### config.mk
export PLATFORM = sky130hd
export DESIGN_NAME = emt_regs
export DESIGN_NICKNAME = d
export VERILOG_FILES = /design/src/emt_pkg.sv /design/src/emt_regs.sv
export VERILOG_INCLUDE_DIRS = /design/src
export SDC_FILE = /design/constraint.sdc
export NUM_CORES = 1
export LEC_CHECK = 0
export BUFFER_PORTS_ARGS = -buffer_cell sky130_fd_sc_hd__clkbuf_2
export CORE_MARGIN = 4
export CORE_UTILIZATION = 53
export CTS_CLUSTER_SIZE = 16
export DETAILED_ROUTE_END_ITERATION = 8
export PLACE_DENSITY_LB_ADDON = 0.15
export SYNTH_ARGS = -nofsm -noshare
export SYNTH_HDL_FRONTEND = slang
export SYNTH_SLANG_ARGS = --single-unit
### constraint.sdc
create_clock -name clk_sys -period 2.4 [get_ports clk_sys]
set_input_delay 0.24 -clock clk_sys [delete_from_list [all_inputs] [get_ports clk_sys]]
set_output_delay 0.24 -clock clk_sys [all_outputs]
set_load 0.005 [all_outputs]
### src/emt_params.svh
// constants for the eeprom status and margin test register block
// assumes includers use `define names directly; no other header defines them
`ifndef EMT_PARAMS_SVH
`define EMT_PARAMS_SVH

`define EMT_OFS_TEST        8'h40
`define EMT_OFS_FAILED      8'h41
`define EMT_OFS_STATUS      8'h42
`define EMT_OFS_MARGIN      8'h43
`define EMT_OFS_IRQ_STATUS  8'h48
`define EMT_OFS_IRQ_MASK    8'h49

`define EMT_TEST_OUT_DIS    0
`define EMT_TEST_NOM_COMM   22

`define EMT_ST_DBE          0
`define EMT_ST_SBE          1
`define EMT_ST_WERR         2
`define EMT_ST_CODE_LSB     3
`define EMT_ST_ADDR_LSB     8
`define EMT_ST_ECC_LSB      13
`define EMT_ST_PUMP         19

`define EMT_MG_START        0
`define EMT_MG_NO_MAX       1
`define EMT_MG_NO_MIN       2
`define EMT_MG_STAT_LSB     3
`define EMT_MG_MINMAX       5
`define EMT_MG_FIRST_SEL    6
`define EMT_MG_FIRST_LSB    7
`define EMT_MG_REPEAT       13

`define EMT_MS_NONE         2'h0
`define EMT_MS_PASS         2'h1
`define EMT_MS_FAIL         2'h2
`define EMT_MS_RUN          2'h3

`define EMT_LAST_ADDR       5'h1F
`define EMT_IRQ_W           5

`endif

### src/emt_pkg.sv
// types shared by the eeprom status and margin test register block
// assumes emt_params.svh is not needed for the types
`default_nettype none

package emt_pkg;

    typedef struct packed {
        logic [7:0]  addr;
        logic [31:0] wdata;
        logic        wr;
        logic        rd;
    } emt_bus_req_s;

    typedef struct packed {
        logic [25:0] word;
        logic [5:0]  check;
        logic        sbe;
        logic        dbe;
        logic        bad_min;
        logic        bad_max;
    } emt_nvm_rsp_s;

    typedef enum logic [2:0] {
        EMT_IDLE = 3'b001,
        EMT_READ = 3'b010,
        EMT_WAIT = 3'b100
    } emt_state_e;

endpackage

`default_nettype wire

### src/emt_regs.sv
// eeprom test, status and margin test registers with a margin test sequencer
// assumes one clock, synchronous inputs and a nvm reader answering each read with a valid pulse
//
// Function
// - out_dis bit suppresses sensor output
// - bit 22 allows communication at nominal supply
// - failing 26-bit word captured into data register
// - double-bit error flag latched and held
// - single-bit error flag latched and held
// - write error flag latched, cleared on read
// - factory code shown while write error set
// - address field for manual write, failing address
// - check bits for manual write, captured failure
// - pump ramp fault flag, clear on read; its code is captured but shows only while write error set
// - repeat bit loops margin test until failure
// - start at zero or chosen first address
// - bit 5 tells min or max failed
// - start bit begins, self clears, failure clears
// - margin status code, cleared on read
`include "emt_params.svh"
`timescale 1ns/1ps
`default_nettype none

module emt_regs
#(
    parameter int NVM_ADDR_W = 5,
    parameter int WORD_W     = 26,
    parameter int CHECK_W    = 6,
    parameter int IRQ_W      = `EMT_IRQ_W
)
(
    input  wire logic                 clk_sys,
    input  wire logic                 rst,
    input  wire emt_pkg::emt_bus_req_s bus_req,
    output logic [31:0]               rdata,
    output logic                      output_disable,
    output logic                      nominal_comm_enable,
    output logic                      nominal_comm_allow,
    input  wire logic                 supply_raised,
    output logic                      nvm_rd,
    output logic [4:0]                nvm_addr,
    output logic                      nvm_ref_max,
    input  wire logic                 nvm_valid,
    input  wire emt_pkg::emt_nvm_rsp_s nvm_rsp,
    input  wire logic                 self_check_fail,
    input  wire logic [4:0]           self_check_addr,
    input  wire logic                 write_fault,
    input  wire logic                 pump_fault,
    input  wire logic [4:0]           fault_code,
    output logic [4:0]                manual_addr,
    output logic [5:0]                manual_check,
    output logic                      irq
);

    ////////////////////////////////////////////////////////////////////////
    // the register layout and the struct carriers fix these sizes, so anything else is refused
    generate
        if (NVM_ADDR_W != 5)
        begin : g_bad_addr_w
            $error("emt_regs: nvm address width must be 5");
        end
        if (WORD_W != 26)
        begin : g_bad_word_w
            $error("emt_regs: failed word width must be 26");
        end
        if (CHECK_W != 6)
        begin : g_bad_check_w
            $error("emt_regs: check bit width must be 6");
        end
        if (IRQ_W != 5)
        begin : g_bad_irq_w
            $error("emt_regs: five interrupt sources need five status bits");
        end
    endgenerate

    ////////////////////////////////////////////////////////////////////////
    function automatic logic hit(input logic [7:0] a, input logic [7:0] ofs);
        hit = (a == ofs);
    endfunction

    logic        wr_test;
    logic        wr_failed;
    logic        wr_status;
    logic        wr_margin;
    logic        wr_mask;
    logic        rd_status;
    logic        rd_margin;
    logic        rd_irq;
    assign wr_test   = bus_req.wr && hit(bus_req.addr, `EMT_OFS_TEST);
    assign wr_failed = bus_req.wr && hit(bus_req.addr, `EMT_OFS_FAILED);
    assign wr_status = bus_req.wr && hit(bus_req.addr, `EMT_OFS_STATUS);
    assign wr_margin = bus_req.wr && hit(bus_req.addr, `EMT_OFS_MARGIN);
    assign wr_mask   = bus_req.wr && hit(bus_req.addr, `EMT_OFS_IRQ_MASK);
    assign rd_status = bus_req.rd && hit(bus_req.addr, `EMT_OFS_STATUS);
    assign rd_margin = bus_req.rd && hit(bus_req.addr, `EMT_OFS_MARGIN);
    assign rd_irq    = bus_req.rd && hit(bus_req.addr, `EMT_OFS_IRQ_STATUS);

    ////////////////////////////////////////////////////////////////////////
    // test register
    logic [31:0] test_control;
    always_ff @(posedge clk_sys)
    begin
        if (rst)
            test_control <= 32'h0;
        else if (wr_test)
            test_control <= bus_req.wdata;
    end
    assign output_disable      = test_control[`EMT_TEST_OUT_DIS];
    assign nominal_comm_enable = test_control[`EMT_TEST_NOM_COMM];
    assign nominal_comm_allow  = supply_raised || test_control[`EMT_TEST_NOM_COMM];

    ////////////////////////////////////////////////////////////////////////
    // margin sequencer
    emt_pkg::emt_state_e state;
    logic [4:0]  cur_addr;
    logic        phase_max;
    logic        run;
    logic        repeat_en;
    logic        first_sel;
    logic [4:0]  first_addr;
    logic        no_min;
    logic        no_max;
    logic        minmax_fail;
    logic [1:0]  margin_status;
    logic        fail_now;
    logic        pass_done;
    logic        last_phase;
    logic [4:0]  start_addr;

    assign start_addr = first_sel ? first_addr : 5'h0;
    assign last_phase = phase_max || no_max;
    assign fail_now   = (state == emt_pkg::EMT_WAIT) && nvm_valid &&
                        (phase_max ? nvm_rsp.bad_max : nvm_rsp.bad_min);
    assign pass_done  = (state == emt_pkg::EMT_WAIT) && nvm_valid && !fail_now &&
                        last_phase && (cur_addr == `EMT_LAST_ADDR) && !repeat_en;

    always_ff @(posedge clk_sys)
    begin
        if (rst)
        begin
            run        <= 1'b0;
            repeat_en  <= 1'b0;
            first_sel  <= 1'b0;
            first_addr <= 5'h0;
            no_min     <= 1'b0;
            no_max     <= 1'b0;
        end
        else
        begin
            if (wr_margin)
            begin
                repeat_en  <= bus_req.wdata[`EMT_MG_REPEAT];
                first_sel  <= bus_req.wdata[`EMT_MG_FIRST_SEL];
                first_addr <= bus_req.wdata[`EMT_MG_FIRST_LSB +: 5];
                no_min     <= bus_req.wdata[`EMT_MG_NO_MIN];
                no_max     <= bus_req.wdata[`EMT_MG_NO_MAX];
            end
            // failure or the passing last read of a non-repeating pass clears the start bit over a write
            if (fail_now || pass_done)
                run <= 1'b0;
            else if (wr_margin)
                run <= bus_req.wdata[`EMT_MG_START];
        end
    end

    always_ff @(posedge clk_sys)
    begin
        if (rst)
        begin
            state     <= emt_pkg::EMT_IDLE;
            cur_addr  <= 5'h0;
            phase_max <= 1'b0;
        end
        else
        begin
            unique case (state)
                emt_pkg::EMT_IDLE:
                begin
                    if (run && !(no_min && no_max))
                    begin
                        cur_addr  <= start_addr;
                        phase_max <= no_min;
                        state     <= emt_pkg::EMT_READ;
                    end
                end
                emt_pkg::EMT_READ:
                    state <= run ? emt_pkg::EMT_WAIT : emt_pkg::EMT_IDLE;
                emt_pkg::EMT_WAIT:
                begin
                    if (nvm_valid)
                    begin
                        if (fail_now || pass_done || !run)
                            state <= emt_pkg::EMT_IDLE;
                        else
                        begin
                            state <= emt_pkg::EMT_READ;
                            if (!phase_max && !no_max)
                                phase_max <= 1'b1;
                            else
                            begin
                                // wrapping past the last word is the looping case
                                phase_max <= no_min;
                                cur_addr  <= cur_addr + 5'h1;
                            end
                        end
                    end
                end
            endcase
        end
    end
    assign nvm_rd      = (state == emt_pkg::EMT_READ) && run;
    assign nvm_addr    = cur_addr;
    assign nvm_ref_max = phase_max;

    // status code: a result beats running, running beats the read clear, result held until read
    always_ff @(posedge clk_sys)
    begin
        if (rst)
        begin
            margin_status <= `EMT_MS_NONE;
            minmax_fail   <= 1'b0;
        end
        else
        begin
            if (fail_now)
            begin
                margin_status <= `EMT_MS_FAIL;
                minmax_fail   <= phase_max;
            end
            else if (pass_done)
                margin_status <= `EMT_MS_PASS;
            else if (run)
                margin_status <= `EMT_MS_RUN;
            else if (rd_margin)
                margin_status <= `EMT_MS_NONE;
        end
    end

    ////////////////////////////////////////////////////////////////////////
    // captured data and eeprom status
    logic [25:0] failed_word;
    logic        double_error_flag;
    logic        single_error_flag;
    logic        write_fault_flag;
    logic        pump_ramp_fault;
    logic [4:0]  write_fault_code;
    logic [4:0]  nvm_word_address;
    logic [5:0]  nvm_check_bits;
    logic        cap;
    assign cap = fail_now || self_check_fail;

    always_ff @(posedge clk_sys)
    begin
        if (rst)
            failed_word <= 26'h0;
        else if (cap)
            failed_word <= nvm_rsp.word;
        else if (wr_failed)
            failed_word <= bus_req.wdata[25:0];
    end

    always_ff @(posedge clk_sys)
    begin
        if (rst)
        begin
            double_error_flag <= 1'b0;
            single_error_flag <= 1'b0;
            write_fault_flag  <= 1'b0;
            pump_ramp_fault   <= 1'b0;
            write_fault_code  <= 5'h0;
            nvm_word_address  <= 5'h0;
            nvm_check_bits    <= 6'h0;
        end
        else
        begin
            // sticky flags: hardware set beats software write or read clear
            if (nvm_valid && nvm_rsp.dbe)
                double_error_flag <= 1'b1;
            else if (wr_status)
                double_error_flag <= bus_req.wdata[`EMT_ST_DBE];
            if (nvm_valid && nvm_rsp.sbe)
                single_error_flag <= 1'b1;
            else if (wr_status)
                single_error_flag <= bus_req.wdata[`EMT_ST_SBE];
            if (write_fault)
                write_fault_flag <= 1'b1;
            else if (rd_status)
                write_fault_flag <= 1'b0;
            if (pump_fault)
                pump_ramp_fault <= 1'b1;
            else if (rd_status)
                pump_ramp_fault <= 1'b0;
            if (write_fault || pump_fault)
                write_fault_code <= fault_code;
            if (cap)
            begin
                nvm_word_address <= fail_now ? cur_addr : self_check_addr;
                nvm_check_bits   <= nvm_rsp.check;
            end
            else if (wr_status)
            begin
                nvm_word_address <= bus_req.wdata[`EMT_ST_ADDR_LSB +: 5];
                nvm_check_bits   <= bus_req.wdata[`EMT_ST_ECC_LSB +: 6];
            end
        end
    end
    assign manual_addr  = nvm_word_address;
    assign manual_check = nvm_check_bits;

    ////////////////////////////////////////////////////////////////////////
    // interrupts: dbe, sbe, write fault, pump fault, margin fail
    logic [IRQ_W-1:0] irq_status;
    logic [IRQ_W-1:0] irq_mask;
    logic [IRQ_W-1:0] irq_event;
    assign irq_event = {fail_now, pump_fault, write_fault,
                        nvm_valid && nvm_rsp.sbe, nvm_valid && nvm_rsp.dbe};
    // one sticky bit per source; an event in the clearing read's cycle survives it
    generate
        for (genvar i = 0; i < IRQ_W; i++)
        begin : g_irq_bit
            always_ff @(posedge clk_sys)
            begin
                if (rst)
                    irq_status[i] <= 1'b0;
                else if (irq_event[i])
                    irq_status[i] <= 1'b1;
                else if (rd_irq)
                    irq_status[i] <= 1'b0;
            end
        end
    endgenerate
    always_ff @(posedge clk_sys)
    begin
        if (rst)
            irq_mask <= '0;
        else if (wr_mask)
            irq_mask <= bus_req.wdata[IRQ_W-1:0];
    end
    assign irq = |(irq_status & irq_mask);

    ////////////////////////////////////////////////////////////////////////
    // read data, one cycle after the strobe; unmapped reads zero
    logic [31:0] next_rdata;
    always_comb
    begin
        next_rdata = 32'h0;
        if (bus_req.rd)
        begin
            unique case (bus_req.addr)
                `EMT_OFS_TEST:       next_rdata = test_control;
                `EMT_OFS_FAILED:     next_rdata = {6'h0, failed_word};
                `EMT_OFS_STATUS:     next_rdata = {12'h0, pump_ramp_fault, nvm_check_bits, nvm_word_address,
                                                   write_fault_flag ? write_fault_code : 5'h0,
                                                   write_fault_flag, single_error_flag, double_error_flag};
                `EMT_OFS_MARGIN:     next_rdata = {18'h0, repeat_en, 1'b0, first_addr, first_sel, minmax_fail,
                                                   margin_status, no_min, no_max, run};
                `EMT_OFS_IRQ_STATUS: next_rdata = {27'h0, irq_status};
                `EMT_OFS_IRQ_MASK:   next_rdata = {27'h0, irq_mask};
                default:             next_rdata = 32'h0;
            endcase
        end
    end
    always_ff @(posedge clk_sys)
    begin
        if (rst)
            rdata <= 32'h0;
        else
            rdata <= next_rdata;
    end

endmodule // emt_regs

`default_nettype wire

After elaboration in Yosys (flattened, before gate mapping)
Index checks and enable logic that the tools add are counted.

Reduce and logical (&&, ||, !) cells: 53. Bitwise logic cells: 2. Mux-type cells: 43. Add/sub/neg operators: 1. Equality and inequality tests: 14.

Operators with widths (count): one-hot mux 32 bit (6 select lines) (1); two-way mux 26 bit (2); == test 8 x 7 -> 1 bit (second input constant) (6); two-way mux 5 bit (9); nonzero test 2 bit (12); logical AND 1 bit (20); two-way mux 1 bit (18); two-way mux 6 bit (2); two-way mux 2 bit (5); one-hot mux 5 bit (2 select lines) (1); two-way mux 3 bit (3); one-hot mux 3 bit (3 select lines) (1); inequality test 2 bit (second input constant) (4); logical NOT 1 bit (6); logical OR 1 bit (6); OR reduction 2 bit (3); adder 5 x 1 -> 5 bit (second input constant) (1); bitwise AND 5 bit (1); == test 5 bit (second input constant) (1); AND reduction 5 bit (1); OR reduction 5 bit (1); AND reduction 4 bit (1); nonzero test 4 bit (1); == test 3 x 1 -> 1 bit (second input constant) (1); other kinds (6) (6).

Output and inout bits: 54. Register bits: 142. Bits of input ports: 95.

Depth between registers and ports, before layout
Gate-level depths: netlist of run 1.

Word-level depth: 13. Mapped depth: 8. Depth with buffers taken out: 8.

Worst setup path after synthesis of run 1
OpenSTA, ideal clock, no wires.

Path type: reg-to-reg. From: reg cur_addr[0], in the netlist nvm_addr[0]. To: reg cur_addr[2], in the netlist nvm_addr[2]. Path slack: 242 ps. Data required time: 2283 ps. Arrival: 2041 ps. Period minus slack after synthesis: 2158 ps. Library setup time: 117 ps. Cell stages (with the launch flop): 9. Path through: dfxtp_1 -> ha_1 -> and3_1 -> ha_1 -> nand2b_1 -> o21ai_0 -> a311oi_2 -> o21ai_0 -> a32o_1.

Word-level cells in the longest chain between the ends: 7. Elaborated cells on any way between the ends: 12. Classes of those cells: 1 x add/sub; 2 x eq/ne; 4 x mux; 5 x reduce/logical.

RTL lines: start: declaration (line emt_regs.sv:115) `logic [4:0] cur_addr;`; start signal: assignment (line emt_regs.sv:181) `cur_addr <= start_addr;`; start signal: assignment (line emt_regs.sv:203) `cur_addr <= cur_addr + 5'h1;`; branches (longest 7 deep; another with adder 5 x 1 -> 5 bit).

Several ways; the timed one is not identified. The select of a mux whose other input is x is not followed. A chain may end at the register's enable or synchronous reset.

Worst setup path in the final report of run 1
From: reg cur_addr[0], in the netlist nvm_addr[0]. To: reg cur_addr[1], in the netlist nvm_addr[1].

Same word-level chain as after synthesis.

==> results_dict.tcl, run 1 <==
set metrics [dict create \
    synthFlopType "dfxtp_1" \
    reg2reg_to "nvm_addr[1]$_SDFFE_PP0P_" \
    worstSkewPairLatency_ns 0.42 \
    path_max_fanout 8 \
    p_sw_frac 0.2362 \
    synth_cells 726 \
    place_congestion 0.8685 \
    cts_tree "yes" \
    ys.warnings.count 0 \
    seq_power_share 0.449 \
    wire_per_inst_um 17.47 \
    synth-edff-count 0 \
    async_reset_ff_frac 0 \
    cts-root-buf "clkbuf_16" \
    clkTransAtPathRegs_ns 0.06 \
    diodes 0 \
    antenna_found_initial 0 \
    core_region_area_sq_um 11420 \
    grt_pass1_vias 5748 \
    p_per_area_nw_per_um2 718.1 \
    drt-vias-per-instance 5.771 \
    drv_cap 0 \
    yosysTopAreaCell "dfxtp_1" \
    wl_um 17730 \
    worstPathRequired_ns 2.72 \
    yosys-top-cells-area "dfxtp_1 46%, nand2_1 10%, a21oi_1 5.8%, mux2i_1 5.7%, nor2_1 5.1%" \
    cp-end-kind "register" \
    reg2reg_from "nvm_addr[0]$_SDFFE_PP0P_" \
    synth_top_area_frac 0.4609 \
    worst_pin_slew_ns 0.5400 \
    crit_family "compound AO/OA/AOI/OAI gates" \
    post_cts_buffers 0 \
    die_h_um 115.9 \
    rsz0062_at_grt "no" \
    die_area_sq_um 13430 \
    period_share 0.9282 \
    p_switching_mw 1.297 \
    cts_made_buffers 17 \
    grt_start_max_net_pins 112 \
    cp_cell_sequence "ha_1, and3_1, ha_1, nand2b_1, o21ai_0, a311oi_2, buf_4, nor2_1, a311oi_1" \
    fin_hold_ws_ns 0.04990 \
    power.share.combinational 0.074 \
    cpMostUsedCell "ha_1" \
    ioPinCount 149 \
    die_w_um 115.9 \
    crit_path_top_delay_cell "dfxtp_1" \
    grt_usage 0.2660 \
    setup_tns_ns 0 \
    start_kind "register" \
    multi_input_area_sq_um 3092 \
    finalMaxSlewViolations 0 \
    synth_cell_types 50 \
    row_count 39 \
    reg2regPathDepth 9 \
    hpwl_um 12250 \
    start_util 0.5401 \
    internal_power_mw 4.195 \
    holdCritPathClass "in -> reg" \
    detail-route-antenna-nets 0 \
    cts.repair.resized 0 \
    clock_power_share 0.477 \
    relSlewSlack 0.6400 \
    status "finished, final reports clean" \
    peakVddDrop_mv 0.3940 \
    cp.depth 9 \
    critPathArrivalTime_ns 2.55 \
    synth_nets 823 \
    drive_gt1_frac 0.2615 \
    drt_iter0_drc 572 \
    vias 5858 \
    syn_avg_cell_area_sq_um 8.495 \
    setup_viol 0 \
    yosys_register_bits 142 \
    finalCriticalPeriod_ns 2.228 \
    clock_sinks 142 \
    cts_buffer_depth 2 \
    yosysMostFrequentCell "nand2_1" \
    first_pass_iters 5 \
    yosysSeqAreaShare 0.4609 \
    ys_top_cells_by_count "168 x nand2_1, 142 x dfxtp_1, 83 x nor2_1, 71 x a21oi_1, 35 x mux2i_1" \
    p_leak_nw 3.188 \
    crit_buf_inv 1 \
    layout.nets 956 \
    r2r_slack_ns 0.17 \
    htree_levels 4 \
    drc 0 \
    cts_hold_buf 0 \
    seqCellArea_sq_um 2843 \
    timing.fmax_ghz 0.4489 \
    overflow 0 \
    critPathCapture "nvm_addr[1]$_SDFFE_PP0P_" \
    grt_pass1_wl_um 28140 \
    final_core_util 0.6698 \
    syn_area_sq_um 6167 \
    startpoint "nvm_addr[0]$_SDFFE_PP0P_" \
    slowest_delay_ns 0.37 \
    fin_skew_ns 0.01374 \
    nFillCells 985 \
    area_delta_synth_final_pct 24.02 \
    hold_violations 0 \
    port_buffers 148 \
    crit_type "reg -> reg" \
]
[worst reg2reg max path, delay by kind of cell, from the launching register on]
kind	cells	cell delay, ns
simple gates	3	0.37
flops	1	0.37
compound gates	3	0.75
fa+ha+maj	2	0.44
buf+inv	1	0.22
[power by group through the flow]
| stage | Sequential, mW | Combinational [mW] | Clock (mW) |
|---|---|---|---|
| 6_report | 2.47 | 0.409 | 2.62 |
| 5_1_grt | 2.47 | 0.448 | 2.75 |
| 4_1_cts | 2.46 | 0.407 | 2.64 |
| 3_5_place_dp | 2.52 | 0.404 | 0 |
| 3_3_place_gp | 2.51 | 0.395 | 0 |
| 2_1_floorplan | 2.50 | 0.224 | 0 |
[final cells by class]
type,instances,share of cell area
clock buffers,21,0.06020
well taps,143,0.02339
clock inverters,11,0.01718
inverters,2,0.0009815
flip-flops and latches,142,0.3717
repair buffers,167,0.1224
multi-input cells,529,0.4042
[cells in the final DEF, fill, tap and decap left out, types with 3 or more instances in the layout]
cell type   Yosys  routed
a211oi_1       16      16
a21oi_1        71      70
a21oi_2         5       5
a22oi_1         6       6
a311oi_1       29      29
and2_1          5       5
and3_1         15      15
buf_12          0       4
buf_4           3      16
clkbuf_16       0      17
clkbuf_2        0     147
clkinvlp_4      0       3
dfxtp_1       142     142
inv_6           0       4
mux2_2          4       4
mux2i_1        35      35
mux4_2         10      10
nand2_1       168     168
nand2b_1        3       3
nand3_1        18      18
nand3b_1        4       4
nor2_1         83      83
nor2b_1         6       6
nor3_1          5       5
o21ai_0        15      15
[kinds of logic after synthesis]
| group | after synthesis | share of synthesized area |
|---|---|---|
| AND/OR/NAND/NOR | 325 | 0.2323 |
| AO/OA/AOI/OAI | 153 | 0.1615 |
| flip-flops | 142 | 0.4609 |
| buffers and inverters | 55 | 0.04058 |
| multiplexers | 49 | 0.1006 |
| adder cells (fa/ha/maj) | 2 | 0.004057 |
[how the worst min path moves through the flow]
stage	from	end	slack, ns	cells after the start
floorplan	bus_req[36]	rdata[0]$_SDFF_PP0_	0.32	1
global placement	write_fault_code[1]$_SDFFE_PP0P_	write_fault_code[1]$_SDFFE_PP0P_	0.44	2
detailed placement	test_control[7]$_SDFFE_PP0P_	test_control[7]$_SDFFE_PP0P_	0.44	2
CTS	bus_req[28]	test_control[26]$_SDFFE_PP0P_	0.04	3
global route	bus_req[31]	test_control[29]$_SDFFE_PP0P_	0.05	3
finish	bus_req[33]	test_control[31]$_SDFFE_PP0P_	0.05	3
[through the flow]
step | instance area [sq um] | cells | setup WS [ns] | power, mW
3_3_place_gp | 7057 | 983 | 0.2960 | 2.906
5_1_grt | 7649 | 1015 | 0.006543 | 5.674
4_1_cts | 7649 | 1015 | 0.2083 | 5.511
3_5_place_dp | 7057 | 983 | 0.2341 | 2.920
2_1_floorplan | 6167 | 726 | 0.2421 | 2.727
6_report | 7649 | 1015 | 0.1724 | 5.493
[metal layers]
layer,share of wire,GRT usage,up-vias
li1,-,-,2804
met1,0.42,0.3420,2788
met2,0.49,0.4515,241
met3,0.072,0.05117,25
met4,0.017,0.08662,0
met5,0,0,-
[sequential cells by signal (all words and copies together) (netlist names), 5 cells and up]
signal            count
nvm_addr              5
irq_status            5
irq_mask              5
test_control         32
rdata                32
manual_check          6
write_fault_code      5
failed_word          26
manual_addr           5
first_addr            5
(Power assumes the default switching activity.)
==> inputs of run 2 (changes only) <==
--- a/config.mk
+++ b/config.mk
@@ -11,6 +11,7 @@
 export CORE_UTILIZATION = 53
 export CTS_CLUSTER_SIZE = 16
 export DETAILED_ROUTE_END_ITERATION = 8
+export HOLD_SLACK_MARGIN = 0.08
 export PLACE_DENSITY_LB_ADDON = 0.15
 export SYNTH_ARGS = -nofsm -noshare
 export SYNTH_HDL_FRONTEND = slang
==> results_dict.tcl, run 2 (synthesis gave the netlist of run 1 again) <==
set metrics [dict create \
    grt_pass1_wl_um 28700 \
    holdCritPathClass "in -> reg" \
    antenna_found_initial 0 \
    grt_util_met1 0.3481 \
    r2r_slack_ns 0.18 \
    grt_pass1_vias 5869 \
    finalMaxSlewViolations 0 \
    drive_gt1_frac 0.2562 \
    wire_per_inst_um 17.42 \
    cts.repair.resized 0 \
    clkTransAtPathRegs_ns 0.06 \
    hpwl_um 12250 \
    die_w_um 115.9 \
    place_congestion 0.8685 \
    layout.cells.most_common "nand2_1" \
    crit_type "reg -> reg" \
    finish.instance_area_sq_um 7829 \
    start_kind "register" \
    seq_power_share 0.447 \
    relSlewSlack 0.6356 \
    worstPathRequired_ns 2.72 \
    wl_um 17990 \
    fin_ws_ns 0.1810 \
    vias 5942 \
    cts_tree "yes" \
    reg2reg_from "nvm_addr[0]$_SDFFE_PP0P_" \
    grt_start_max_net_pins 112 \
    ioPinCount 149 \
    use_met3 0.05117 \
    p_per_area_nw_per_um2 704.0 \
    diodes 0 \
    finalCriticalPeriod_ns 2.219 \
    peakVddDrop_mv 0.3951 \
    drt-vias-per-instance 5.752 \
    port_buffers 148 \
    reg2reg_to "nvm_addr[1]$_SDFFE_PP0P_" \
    overflow 0 \
    top_usage_layer "met2" \
    cts_made_buffers 17 \
    cp-end-kind "register" \
    path_max_fanout 8 \
    grtUsageMet2 0.4595 \
    start_util 0.5401 \
    reg2regPathDepth 9 \
    clock_power_share 0.474 \
    grt_usage 0.2712 \
    drv_cap 0 \
    final_cell_mix "168 x nand2_1, 147 x clkbuf_2, 142 x dfxtp_1" \
    cts_hold_buf 18 \
    nFillCells 954 \
    dp_slack_ns 0.2341 \
    fin_hold_ws_ns 0.08815 \
    status "finished, final reports clean" \
    setup_viol 0 \
    whs_endpoint "test_control[5]$_SDFFE_PP0P_" \
    cts-root-buf "clkbuf_16" \
    layout.nets 974 \
    cts_buffer_depth 2 \
    p_sw_frac 0.2354 \
    internal_power_mw 4.214 \
    drt_iter0_drc 517 \
    hold_violations 0 \
    placed_area_sq_um 7057 \
    p_leak_nw 3.263 \
    drc 0 \
    critPathArrivalTime_ns 2.54 \
    setup_tns_ns 0 \
    worst_pin_slew_ns 0.5466 \
    htree_levels 4 \
    post_cts_buffers 0 \
    detail-route-antenna-nets 0 \
    worstSkewPairLatency_ns 0.42 \
    p_switching_mw 1.298 \
    die_area_sq_um 13430 \
    rsz0062_at_grt "no" \
    period_share 0.9246 \
    clock_sinks 142 \
    fin_skew_ns 0.01378 \
    timing.fmax_ghz 0.4507 \
    whs_path_depth 3 \
    die_h_um 115.9 \
    row_count 39 \
    min-delay-start "bus_req[7]" \
    core_region_area_sq_um 11420 \
    area_delta_synth_final_pct 26.94 \
    first_pass_iters 6 \
    reg.largest.list "rdata x32, test_control x32, failed_word x26" \
    power.share.combinational 0.078 \
]
run 2: final cells by class:
type | instances | area [sq um] | area share
inverter | 2 | 7.507 | 0.0009589
clock buffer | 21 | 460.4 | 0.05881
timing repair buffer | 185 | 1116 | 0.1426
multi-input combinational | 529 | 3092 | 0.3949
sequential | 142 | 2843 | 0.3631
clock inverter | 11 | 131.4 | 0.01678
tap | 143 | 178.9 | 0.02285
run 2: power by group through the flow:
stage / clock (mW) / combinational [mW] / sequential, mW
after floorplan: 0 / 0.224 / 2.50
after global placement: 0 / 0.395 / 2.51
after detailed placement: 0 / 0.404 / 2.52
after CTS: 2.64 / 0.430 / 2.46
after global routing: 2.75 / 0.473 / 2.47
final: 2.61 / 0.432 / 2.47
run 2: how the worst max path moves through the flow:
| stage | from | to | depth (start not counted) |
|---|---|---|---|
| 4_1_cts | nvm_addr[0]$_SDFFE_PP0P_ | nvm_addr[1]$_SDFFE_PP0P_ | 9 |
| 3_3_place_gp | nvm_addr[0]$_SDFFE_PP0P_ | nvm_addr[4]$_SDFFE_PP0P_ | 9 |
| 6_report | nvm_addr[0]$_SDFFE_PP0P_ | nvm_addr[1]$_SDFFE_PP0P_ | 9 |
| 3_5_place_dp | bus_req[39] | manual_check[2]$_SDFFE_PP0P_ | 5 |
| 2_1_floorplan | nvm_addr[0]$_SDFFE_PP0P_ | nvm_addr[2]$_SDFFE_PP0P_ | 8 |
| 5_1_grt | nvm_addr[0]$_SDFFE_PP0P_ | nvm_addr[1]$_SDFFE_PP0P_ | 9 |
run 2: critical path: stages (launching register included):
cell	delay [ns]
dfxtp_1	0.37
ha_1	0.24
and3_1	0.18
ha_1	0.19
nand2b_1	0.14
o21ai_0	0.13
a311oi_2	0.35
buf_4	0.22
nor2_1	0.05
a311oi_1	0.26
run 2: metal layers:
layer  share of wire  routed length [um]  vias up
li1                -                   -     2841
met1            0.42                7481     2805
met2            0.49                8888      269
met3           0.072                1294       27
met4           0.018                 328        0
met5               0                   0        -
run 2: through the flow:
stage	cells	util	power, mW
after global placement	983	0.6180	2.906
after CTS	1033	0.6856	5.534
after global routing	1033	0.6856	5.699
after detailed placement	983	0.6180	2.920
after floorplan	726	-	2.727
final	1033	0.6856	5.512
